$ cat src/design/tps_defs.svh
`ifndef TPS_DEFS_SVH
`define TPS_DEFS_SVH

`define TPS_CLK_PERIOD_NS 10

`define TPS_HOLDOFF_US 100
`define TPS_SEQ_UP_US 50
`define TPS_SEQ_DOWN_US 50

`define TPS_ADDR_W 8
`define TPS_DATA_W 8
`define TPS_ADDR_STATUS 8'h00
`define TPS_ADDR_SHUTDOWN 8'hFF

`define TPS_STAT_PRIMARY_BIT 3
`define TPS_STAT_IO_BIT 2
`define TPS_STAT_CORE_BIT 1
`define TPS_STAT_WEL_BIT 0

`define TPS_WEL_SET_VALUE 8'h01
`define TPS_SHUTDOWN_RESET 8'h00
`define TPS_SD_NONE 2'h0
`define TPS_SD_IO_CORE 2'h1
`define TPS_SD_PRIMARY 2'h2
`define TPS_SD_ALL 2'h3

`define TPS_FB_W 10
`define TPS_HYST_LSB 10'h01E

`endif

$ cat src/design/tps_pkg.sv
package tps_pkg;

  typedef enum logic [1:0] {
    TPS_IDLE,
    TPS_CORE_UP,
    TPS_ALL_ON,
    TPS_CORE_DOWN
  } tps_state_t;

  typedef enum logic {
    TPS_MODE_TIME,
    TPS_MODE_VOLTAGE
  } tps_mode_t;

endpackage

$ cat src/design/tps_seq.sv
// The address-and-strobe port and the address map are this design's own decisions.
`include "tps_defs.svh"

// Contract
// - Power-good waits hold-off after primary good.
// - Power-good drops at once on primary fail.
// - Primary gate follows its enable input.
// - No core/io sequencing before power-good.
// - IO and core gates off below lockout.
// - Sequence-enable rising edge turns core gate on.
// - Time mode: io on after up delay.
// - Enable falling: io off, core after down.
// - Set rising edge turns core gate on.
// - Voltage mode: io on when feedback exceeds reference.
// - Feedback comparison has hysteresis.
// - Set falling: io off, core after down.
// - Primary fail turns all gates off together.
// - IO fail: io off, core after down.
// - Core fail turns core and io off.
// - Status bits mirror gate control signals.
// - Status readable; three select pins address device.
// - Shutdown register overrides gate control.
// - Codes 01,02,03 shut down; 00 releases.
// - Status bits 3,2,1 gates, bit0 latch.
// - Shutdown writes ignored while latch clear.
module tps_seq
  import tps_pkg::*;
#(
  parameter int unsigned HOLDOFF_CYC = `TPS_HOLDOFF_US * 1000 / `TPS_CLK_PERIOD_NS,
  parameter int unsigned SEQ_UP_CYC = `TPS_SEQ_UP_US * 1000 / `TPS_CLK_PERIOD_NS,
  parameter int unsigned SEQ_DOWN_CYC = `TPS_SEQ_DOWN_US * 1000 / `TPS_CLK_PERIOD_NS,
  parameter int unsigned CNT_W = 16,
  parameter int unsigned FB_W = `TPS_FB_W,
  parameter logic [FB_W-1:0] HYST_LSB = `TPS_HYST_LSB
) (
  input wire logic clk_i,
  input wire logic nrst_i,
  input wire logic en_i,
  input wire logic primary_supply_ok_i,
  input wire logic io_supply_ok_i,
  input wire logic core_supply_ok_i,
  input wire logic primary_gate_enable_i,
  input wire logic sequence_enable_i,
  input wire logic voltage_sequence_set_i,
  input wire logic [FB_W-1:0] core_feedback_i,
  input wire logic [FB_W-1:0] core_reference_i,
  input wire logic [2:0] addr_pins_i,
  input wire logic [2:0] bus_dev_sel_i,
  input wire logic [`TPS_ADDR_W-1:0] bus_addr_i,
  input wire logic [`TPS_DATA_W-1:0] bus_wdata_i,
  input wire logic bus_we_i,
  input wire logic bus_re_i,
  output logic [`TPS_DATA_W-1:0] bus_rdata_o,
  output logic bus_wr_ack_o,
  output logic power_good_o,
  output logic primary_gate_o,
  output logic io_gate_o,
  output logic core_gate_o
);

  localparam logic [CNT_W-1:0] HOLDOFF_LIM = CNT_W'(HOLDOFF_CYC);
  localparam logic [CNT_W-1:0] UP_LIM = CNT_W'(SEQ_UP_CYC);
  localparam logic [CNT_W-1:0] DOWN_LIM = CNT_W'(SEQ_DOWN_CYC);

  // Returns {primary_off, io_core_off} for a shutdown code.
  function automatic logic [1:0] shutdown_decode(input logic [1:0] code);
    case (code)
      `TPS_SD_IO_CORE: shutdown_decode = 2'b01;
      `TPS_SD_PRIMARY: shutdown_decode = 2'b10;
      `TPS_SD_ALL: shutdown_decode = 2'b11;
      default: shutdown_decode = 2'b00;
    endcase
  endfunction

  logic rst_meta_r;
  logic rst_n;
  logic [CNT_W-1:0] hold_cnt_r;
  logic pg_r;
  logic ens_prev_r;
  logic voltage_sequence_set_in_prev_r;
  logic run_r;
  logic run_now;
  tps_mode_t mode_r;
  tps_mode_t mode_now;
  logic fb_above_r;
  tps_state_t state_r;
  logic [CNT_W-1:0] seq_cnt_r;
  logic core_r;
  logic io_r;
  logic wel_r;
  logic [`TPS_DATA_W-1:0] shutdown_r;
  logic primary_off;
  logic io_core_off;
  logic want_on;
  logic dev_hit;
  logic ens_rise;
  logic ens_fall;
  logic voltage_sequence_set_in_rise;
  logic voltage_sequence_set_in_fall;
  logic supplies_lost;

  always_ff @(posedge clk_i or negedge nrst_i) begin
    if (!nrst_i) begin
      rst_meta_r <= 1'b0;
      rst_n <= 1'b0;
    end else begin
      rst_meta_r <= 1'b1;
      rst_n <= rst_meta_r;
    end
  end

  // Hold-off restarts from zero on every dip of the primary supply.
  always_ff @(posedge clk_i or negedge rst_n) begin
    if (!rst_n) begin
      hold_cnt_r <= '0;
      pg_r <= 1'b0;
    end else if (en_i) begin
      if (!primary_supply_ok_i) begin
        hold_cnt_r <= '0;
        pg_r <= 1'b0;
      end else if (hold_cnt_r < HOLDOFF_LIM) begin
        hold_cnt_r <= hold_cnt_r + 1'b1;
      end else begin
        pg_r <= 1'b1;
      end
    end
  end

  // The supply term makes the drop immediate rather than one cycle late.
  assign power_good_o = pg_r & primary_supply_ok_i;

  assign {primary_off, io_core_off} = shutdown_decode(shutdown_r[1:0]);
  assign primary_gate_o = primary_gate_enable_i & primary_supply_ok_i & ~primary_off;

  assign ens_rise = sequence_enable_i & ~ens_prev_r;
  assign ens_fall = ~sequence_enable_i & ens_prev_r;
  assign voltage_sequence_set_in_rise = voltage_sequence_set_i & ~voltage_sequence_set_in_prev_r;
  assign voltage_sequence_set_in_fall = ~voltage_sequence_set_i & voltage_sequence_set_in_prev_r;

  // Only the falling edge of the input that set the current mode, or an I/O failure while all on, may stop it.
  always_comb begin
    run_now = run_r;
    mode_now = mode_r;
    if (ens_rise) begin
      run_now = 1'b1;
      mode_now = TPS_MODE_TIME;
    end else if (voltage_sequence_set_in_rise) begin
      run_now = 1'b1;
      mode_now = TPS_MODE_VOLTAGE;
    end else if ((ens_fall && mode_r == TPS_MODE_TIME) || (voltage_sequence_set_in_fall && mode_r == TPS_MODE_VOLTAGE)) begin
      run_now = 1'b0;
    end else if (state_r == TPS_ALL_ON && !io_supply_ok_i) begin
      // An I/O failure drops the request, or the core would come back on right after the down delay.
      run_now = 1'b0;
    end
  end

  always_ff @(posedge clk_i or negedge rst_n) begin
    if (!rst_n) begin
      ens_prev_r <= 1'b0;
      voltage_sequence_set_in_prev_r <= 1'b0;
      run_r <= 1'b0;
      mode_r <= TPS_MODE_TIME;
    end else if (en_i) begin
      ens_prev_r <= sequence_enable_i;
      voltage_sequence_set_in_prev_r <= voltage_sequence_set_i;
      run_r <= run_now;
      mode_r <= mode_now;
    end
  end

  always_ff @(posedge clk_i or negedge rst_n) begin
    if (!rst_n) begin
      fb_above_r <= 1'b0;
    end else if (en_i) begin
      if (core_feedback_i > core_reference_i) begin
        fb_above_r <= 1'b1;
      end else if ({1'b0, core_feedback_i} + {1'b0, HYST_LSB} < {1'b0, core_reference_i}) begin
        fb_above_r <= 1'b0;
      end
    end
  end

  assign supplies_lost = ~pg_r | ~primary_supply_ok_i | ~core_supply_ok_i;
  assign want_on = run_now & ~io_core_off;

  always_ff @(posedge clk_i or negedge rst_n) begin
    if (!rst_n) begin
      state_r <= TPS_IDLE;
      seq_cnt_r <= '0;
      core_r <= 1'b0;
      io_r <= 1'b0;
    end else if (en_i) begin
      case (state_r)
        TPS_IDLE: begin
          if (want_on && !supplies_lost) begin
            state_r <= TPS_CORE_UP;
            core_r <= 1'b1;
            seq_cnt_r <= '0;
          end
        end
        TPS_CORE_UP: begin
          if (supplies_lost) begin
            state_r <= TPS_IDLE;
            core_r <= 1'b0;
          end else if (!want_on) begin
            state_r <= TPS_CORE_DOWN;
            seq_cnt_r <= '0;
          end else if (mode_r == TPS_MODE_TIME) begin
            if (seq_cnt_r < UP_LIM) begin
              seq_cnt_r <= seq_cnt_r + 1'b1;
            end else if (io_supply_ok_i) begin
              state_r <= TPS_ALL_ON;
              io_r <= 1'b1;
            end
          end else if (fb_above_r && io_supply_ok_i) begin
            state_r <= TPS_ALL_ON;
            io_r <= 1'b1;
          end
        end
        TPS_ALL_ON: begin
          if (supplies_lost) begin
            state_r <= TPS_IDLE;
            core_r <= 1'b0;
            io_r <= 1'b0;
          end else if (!want_on || !io_supply_ok_i) begin
            state_r <= TPS_CORE_DOWN;
            io_r <= 1'b0;
            seq_cnt_r <= '0;
          end
        end
        TPS_CORE_DOWN: begin
          if (supplies_lost || seq_cnt_r >= DOWN_LIM) begin
            state_r <= TPS_IDLE;
            core_r <= 1'b0;
          end else begin
            seq_cnt_r <= seq_cnt_r + 1'b1;
          end
        end
        default: begin
          state_r <= TPS_IDLE;
          core_r <= 1'b0;
          io_r <= 1'b0;
        end
      endcase
    end
  end

  // Supply terms cut the gates in the same cycle as the failure.
  assign core_gate_o = core_r & core_supply_ok_i & primary_supply_ok_i;
  assign io_gate_o = io_r & io_supply_ok_i & core_supply_ok_i & primary_supply_ok_i;

  assign dev_hit = bus_dev_sel_i == addr_pins_i;

  always_ff @(posedge clk_i or negedge rst_n) begin
    if (!rst_n) begin
      wel_r <= 1'b0;
      shutdown_r <= `TPS_SHUTDOWN_RESET;
      bus_wr_ack_o <= 1'b0;
    end else if (en_i) begin
      bus_wr_ack_o <= 1'b0;
      if (bus_we_i && dev_hit) begin
        if (bus_addr_i == `TPS_ADDR_STATUS) begin
          wel_r <= bus_wdata_i == `TPS_WEL_SET_VALUE;
          bus_wr_ack_o <= 1'b1;
        end else if (bus_addr_i == `TPS_ADDR_SHUTDOWN && wel_r) begin
          shutdown_r <= bus_wdata_i;
          bus_wr_ack_o <= 1'b1;
        end
      end
    end
  end

  always_ff @(posedge clk_i or negedge rst_n) begin
    if (!rst_n) begin
      bus_rdata_o <= '0;
    end else if (en_i) begin
      bus_rdata_o <= '0;
      if (bus_re_i && dev_hit) begin
        if (bus_addr_i == `TPS_ADDR_STATUS) begin
          bus_rdata_o[`TPS_STAT_PRIMARY_BIT] <= primary_gate_o;
          bus_rdata_o[`TPS_STAT_IO_BIT] <= io_gate_o;
          bus_rdata_o[`TPS_STAT_CORE_BIT] <= core_gate_o;
          bus_rdata_o[`TPS_STAT_WEL_BIT] <= wel_r;
        end else if (bus_addr_i == `TPS_ADDR_SHUTDOWN) begin
          bus_rdata_o <= shutdown_r;
        end
      end
    end
  end
endmodule

$ cat config.mk
export PLATFORM = sky130hd
export DESIGN_NAME = tps_seq
export DESIGN_NICKNAME = d
export VERILOG_FILES = /design/src/design/tps_pkg.sv /design/src/design/tps_seq.sv
export VERILOG_INCLUDE_DIRS = /design/src /design/src/design
export SDC_FILE = /design/constraint.sdc
export NUM_CORES = 1
export LEC_CHECK = 0
export BUFFER_PORTS_ARGS = -buffer_cell sky130_fd_sc_hd__buf_2
export CAP_MARGIN = 20
export CORE_UTILIZATION = 43
export CTS_BUF_LIST = sky130_fd_sc_hd__clkbuf_4 sky130_fd_sc_hd__clkbuf_8
export DETAILED_ROUTE_END_ITERATION = 6
export HOLD_SLACK_MARGIN = 0.06
export PLACE_DENSITY = 0.67
export SYNTH_ARGS = -nofsm -noshare
export SYNTH_HDL_FRONTEND = slang
export SYNTH_SLANG_ARGS = --single-unit
$ cat constraint.sdc
create_clock -name clk_i -period 2 [get_ports clk_i]
set_clock_uncertainty 0.15 [all_clocks]
set_input_delay 0.4 -clock clk_i [delete_from_list [all_inputs] [get_ports clk_i]]
set_output_delay 0.4 -clock clk_i [all_outputs]
set_load 0.05 [all_outputs]
==> flow_metrics.env <==
export IMPL_status="complete, but fails checks"
export IMPL_relSlewSlack=0.641
export IMPL_seqCellArea_um2=1550
export IMPL_p_int_mw=2.88
export IMPL_drt_total_wl_um=10300
export IMPL_ant_nets=0
export IMPL_grt_setup_unrepaired="true"
export IMPL_antenna_found_initial=0
export IMPL_syn_avg_cell_area_um2=9.64
export IMPL_ys_seq_area_frac=0.400
export IMPL_required_ns=2.07
export IMPL_multi_input_comb_area_um2=2590
export IMPL_netlist_area_leader_share=0.400
export IMPL_design_core_area_um2=8720
export IMPL_synth_top_area_cell="dfrtp_1"
export IMPL_cts_sinks=62
export IMPL_clk_pin_slew_ns=0.08
export IMPL_synthCells=402
export IMPL_clk_latency_ns=0.34
export IMPL_io_buffers=65
export IMPL_fmax_mhz=435
export IMPL_viasPerCell=5.50
export IMPL_ys_seq_elements=62
export IMPL_drc=0
export IMPL_dr_pass1_iters=4
export IMPL_fillerInstances=662
export IMPL_synthTopCellsByArea="dfrtp_1 (40%), ha_1 (9.0%), nor2_1 (3.9%), mux2_2 (3.8%), o31ai_1 (2.7%)"
export IMPL_peakVddDrop_v=0.000398
export IMPL_layout_drive_gt1_share=0.451
export IMPL_io_pins=66
export IMPL_wl_per_cell_um=15.0
export IMPL_dr_first_iter_drc_count=114
export IMPL_grt_pass1_vias=3851
export IMPL_grt_usage=0.224
export IMPL_critPathArrivalTime_ns=2.36
export IMPL_path_cells="buf_2 > o41ai_4 > nor2_1 > xor2_1 > ha_1 > a21oi_2 > nor2b_1 > or4_1 > a32oi_1 > o31ai_1"
export IMPL_die_height_um=96.9
export IMPL_cp_max_fo=3
export IMPL_setup_viol=20
export IMPL_synth_distinct_cells=63
export IMPL_cts_buffer_depth=2
export IMPL_violations="negative setup slack"
export IMPL_cts_tree="done"
export IMPL_setup_worst_path_start_class="primary input"
export IMPL_powerDensity_nw_per_um2=797
export IMPL_power_frac_comb=0.451
export IMPL_die_width_um=96.9
export IMPL_gp_congestion=0.924
export IMPL_r2r_cells=7
export IMPL_reg2reg_to="seq_cnt_r[8]"
export IMPL_rows=34
export IMPL_syn_num_nets=483
export IMPL_place_hpwl_um=7490
export IMPL_crit_end="fb_above_r"
export IMPL_async_flop_share=1.00
export IMPL_cp_startpoint="core_feedback_i[3]"
export IMPL_p_leak_nw=2.74
export IMPL_p_seq_frac=0.339
export IMPL_vias=3748
export IMPL_slew_violations=0
export IMPL_p_switching_mw=1.69
export IMPL_diodes=0
export IMPL_p_sw_frac=0.370
export IMPL_cts_root_buffer="clkbuf_8"
export IMPL_fin_ws_ns=-0.298
export IMPL_fin_crit_ns=2.30
export IMPL_layout_commonest_cell="buf_4"
export IMPL_tightest_slew_ns=0.539
export IMPL_slowest_stage="or4_1"
export IMPL_end_kind="register"
export IMPL_dieArea_um2=9400
export IMPL_numCtsBuffers=9
export IMPL_nNetsFinal=650
export IMPL_post_route_period_util=1.15
export IMPL_htree_levels=3
export IMPL_tns_ns=-4.32
export IMPL_final_cell_mix="buf_4 (88), buf_2 (63), dfrtp_1 (61)"
export IMPL_pwr_share_clk=0.211
export IMPL_finalInstanceArea_um2=5730
export IMPL_finalPower_mw=4.56
export IMPL_grt_max_degree=40
export IMPL_grt_overflow=0
export IMPL_initial_core_util=0.444
export IMPL_hold_ws_ns=0.107
export IMPL_r2r_start="seq_cnt_r[3]"
export IMPL_synth_edf_count=0
export IMPL_placed_area_um2=5120
export IMPL_final_util=0.657
export IMPL_yosysWarnings=0
export IMPL_reg2reg_slack_ns=-0.26
export IMPL_hold_violations=0
export IMPL_syn2layout_area_growth_pct=47.8
export IMPL_grt_pass1_wl_um=17400
export IMPL_synthFlopType="dfrtp_1"
export IMPL_min_path_type="register to asynchronous set/reset pin"
export IMPL_cap_viol_max_count=0
export IMPL_critical_path_class="primary input to register"
export IMPL_netlist_area_um2=3870
export IMPL_critPathMaxStageDelay_ns=0.47
[worst min path at each step]
| stage | from | to | slack (ns) | cells after the start |
|---|---|---|---|---|
| final | rst_n | seq_cnt_r[7] | 0.11 | 0 |
| after global routing | bus_wdata_i[4] | shutdown_r[4] | 0.14 | 2 |
| after CTS | rst_n | seq_cnt_r[9] | 0.13 | 0 |
| after detailed placement | nrst_i | rst_meta_r | 0.04 | 1 |
| after global placement | nrst_i | rst_meta_r | 0.03 | 1 |
| after floorplan | nrst_i | rst_meta_r | -0.05 | 0 |
[flip-flops by register name, indices dropped and copies added (netlist names)]
signal / flops
io_r: 1
state_r: 2
rst_meta_r: 1
hold_cnt_r: 16
bus_rdata_o: 8
shutdown_r: 8
run_r: 1
mode_r: 1
seq_cnt_r: 16
bus_wr_ack_o: 1
core_r: 1
voltage_sequence_set_in_prev_r: 1
ens_prev_r: 1
wel_r: 1
fb_above_r: 1
pg_r: 1
rst_n: 1
[cell families (layout without fill, tap and decap cells)]
kind of cell / after synthesis / after routing / synth area share
flops: 62 / 62 / 0.400
compound gates: 102 / 102 / 0.195
other cells: 1 / 1 / 0.000968
buf+inv: 34 / 206 / 0.0352
xor+xnor: 19 / 19 / 0.0429
simple gates: 141 / 141 / 0.192
fa+ha+maj: 28 / 28 / 0.0904
mux: 15 / 15 / 0.0429
[critical path: cells and delay by family]
family	cells	cell delay, ns
and+or+nand+nor	3	0.60
buffers and inverters	1	0.14
xor gates and xnor gates	1	0.16
AOI/OAI and AO/OA	4	0.74
adders and majority gates	1	0.33
[timing repair]
item                                    4_1_cts  5_1_grt
gates resized for setup                      50       20
buffers inserted                             10        5
endpoints found under the setup margin       23       27
gates cloned                                  1        0
pin swaps                                    24       25
hold buffers                                  1        0
endpoints found under the hold margin         2        0
[routing by layer]
layer / share of wire / GRT usage / vias up
li1: - / - / 1846
met4: 0.012 / 0.0574 / 0
met1: 0.45 / 0.281 / 1810
met5: 0 / 0 / -
met3: 0.044 / 0.0506 / 12
met2: 0.50 / 0.388 / 80
[synth_stat cells, drive strengths merged, types with 6 or more instances]
| library cell | count |
|---|---|
| ha | 28 |
| mux2 | 13 |
| a21oi | 19 |
| xor2 | 9 |
| nand3 | 18 |
| a21o | 7 |
| nor3 | 8 |
| inv | 26 |
| o21ai | 16 |
| nand4 | 16 |
| o2bb2ai | 6 |
| o31ai | 14 |
| nor2b | 9 |
| nor2 | 40 |
| nand2 | 16 |
| dfrtp | 62 |
| xnor2 | 10 |
[per-stage QoR]
step | std cells | setup WS [ns]
after global placement | 651 | -0.772
after detailed placement | 651 | -0.842
after floorplan | 402 | -0.472
after CTS | 678 | -0.312
final | 682 | -0.298
after global routing | 682 | -0.354
[area by class of cell]
cell class | instances | share of cell area
repair buffers | 163 | 0.201
clock buffers | 9 | 0.0216
multi-input cells | 306 | 0.453
clock inverters | 7 | 0.00852
flip-flops and latches | 62 | 0.271
well taps | 108 | 0.0236
inverters | 27 | 0.0212
[power by group through the flow]
stage	registers [mW]	logic [mW]	clock network, mW
after floorplan	1.60	0.847	0
after global placement	1.54	1.62	0
after detailed placement	1.55	1.65	0
after CTS	1.54	1.93	0.989
after global routing	1.57	2.22	1.05
final	1.55	2.06	0.961
Note: power is estimated with default switching activity, not from simulation.
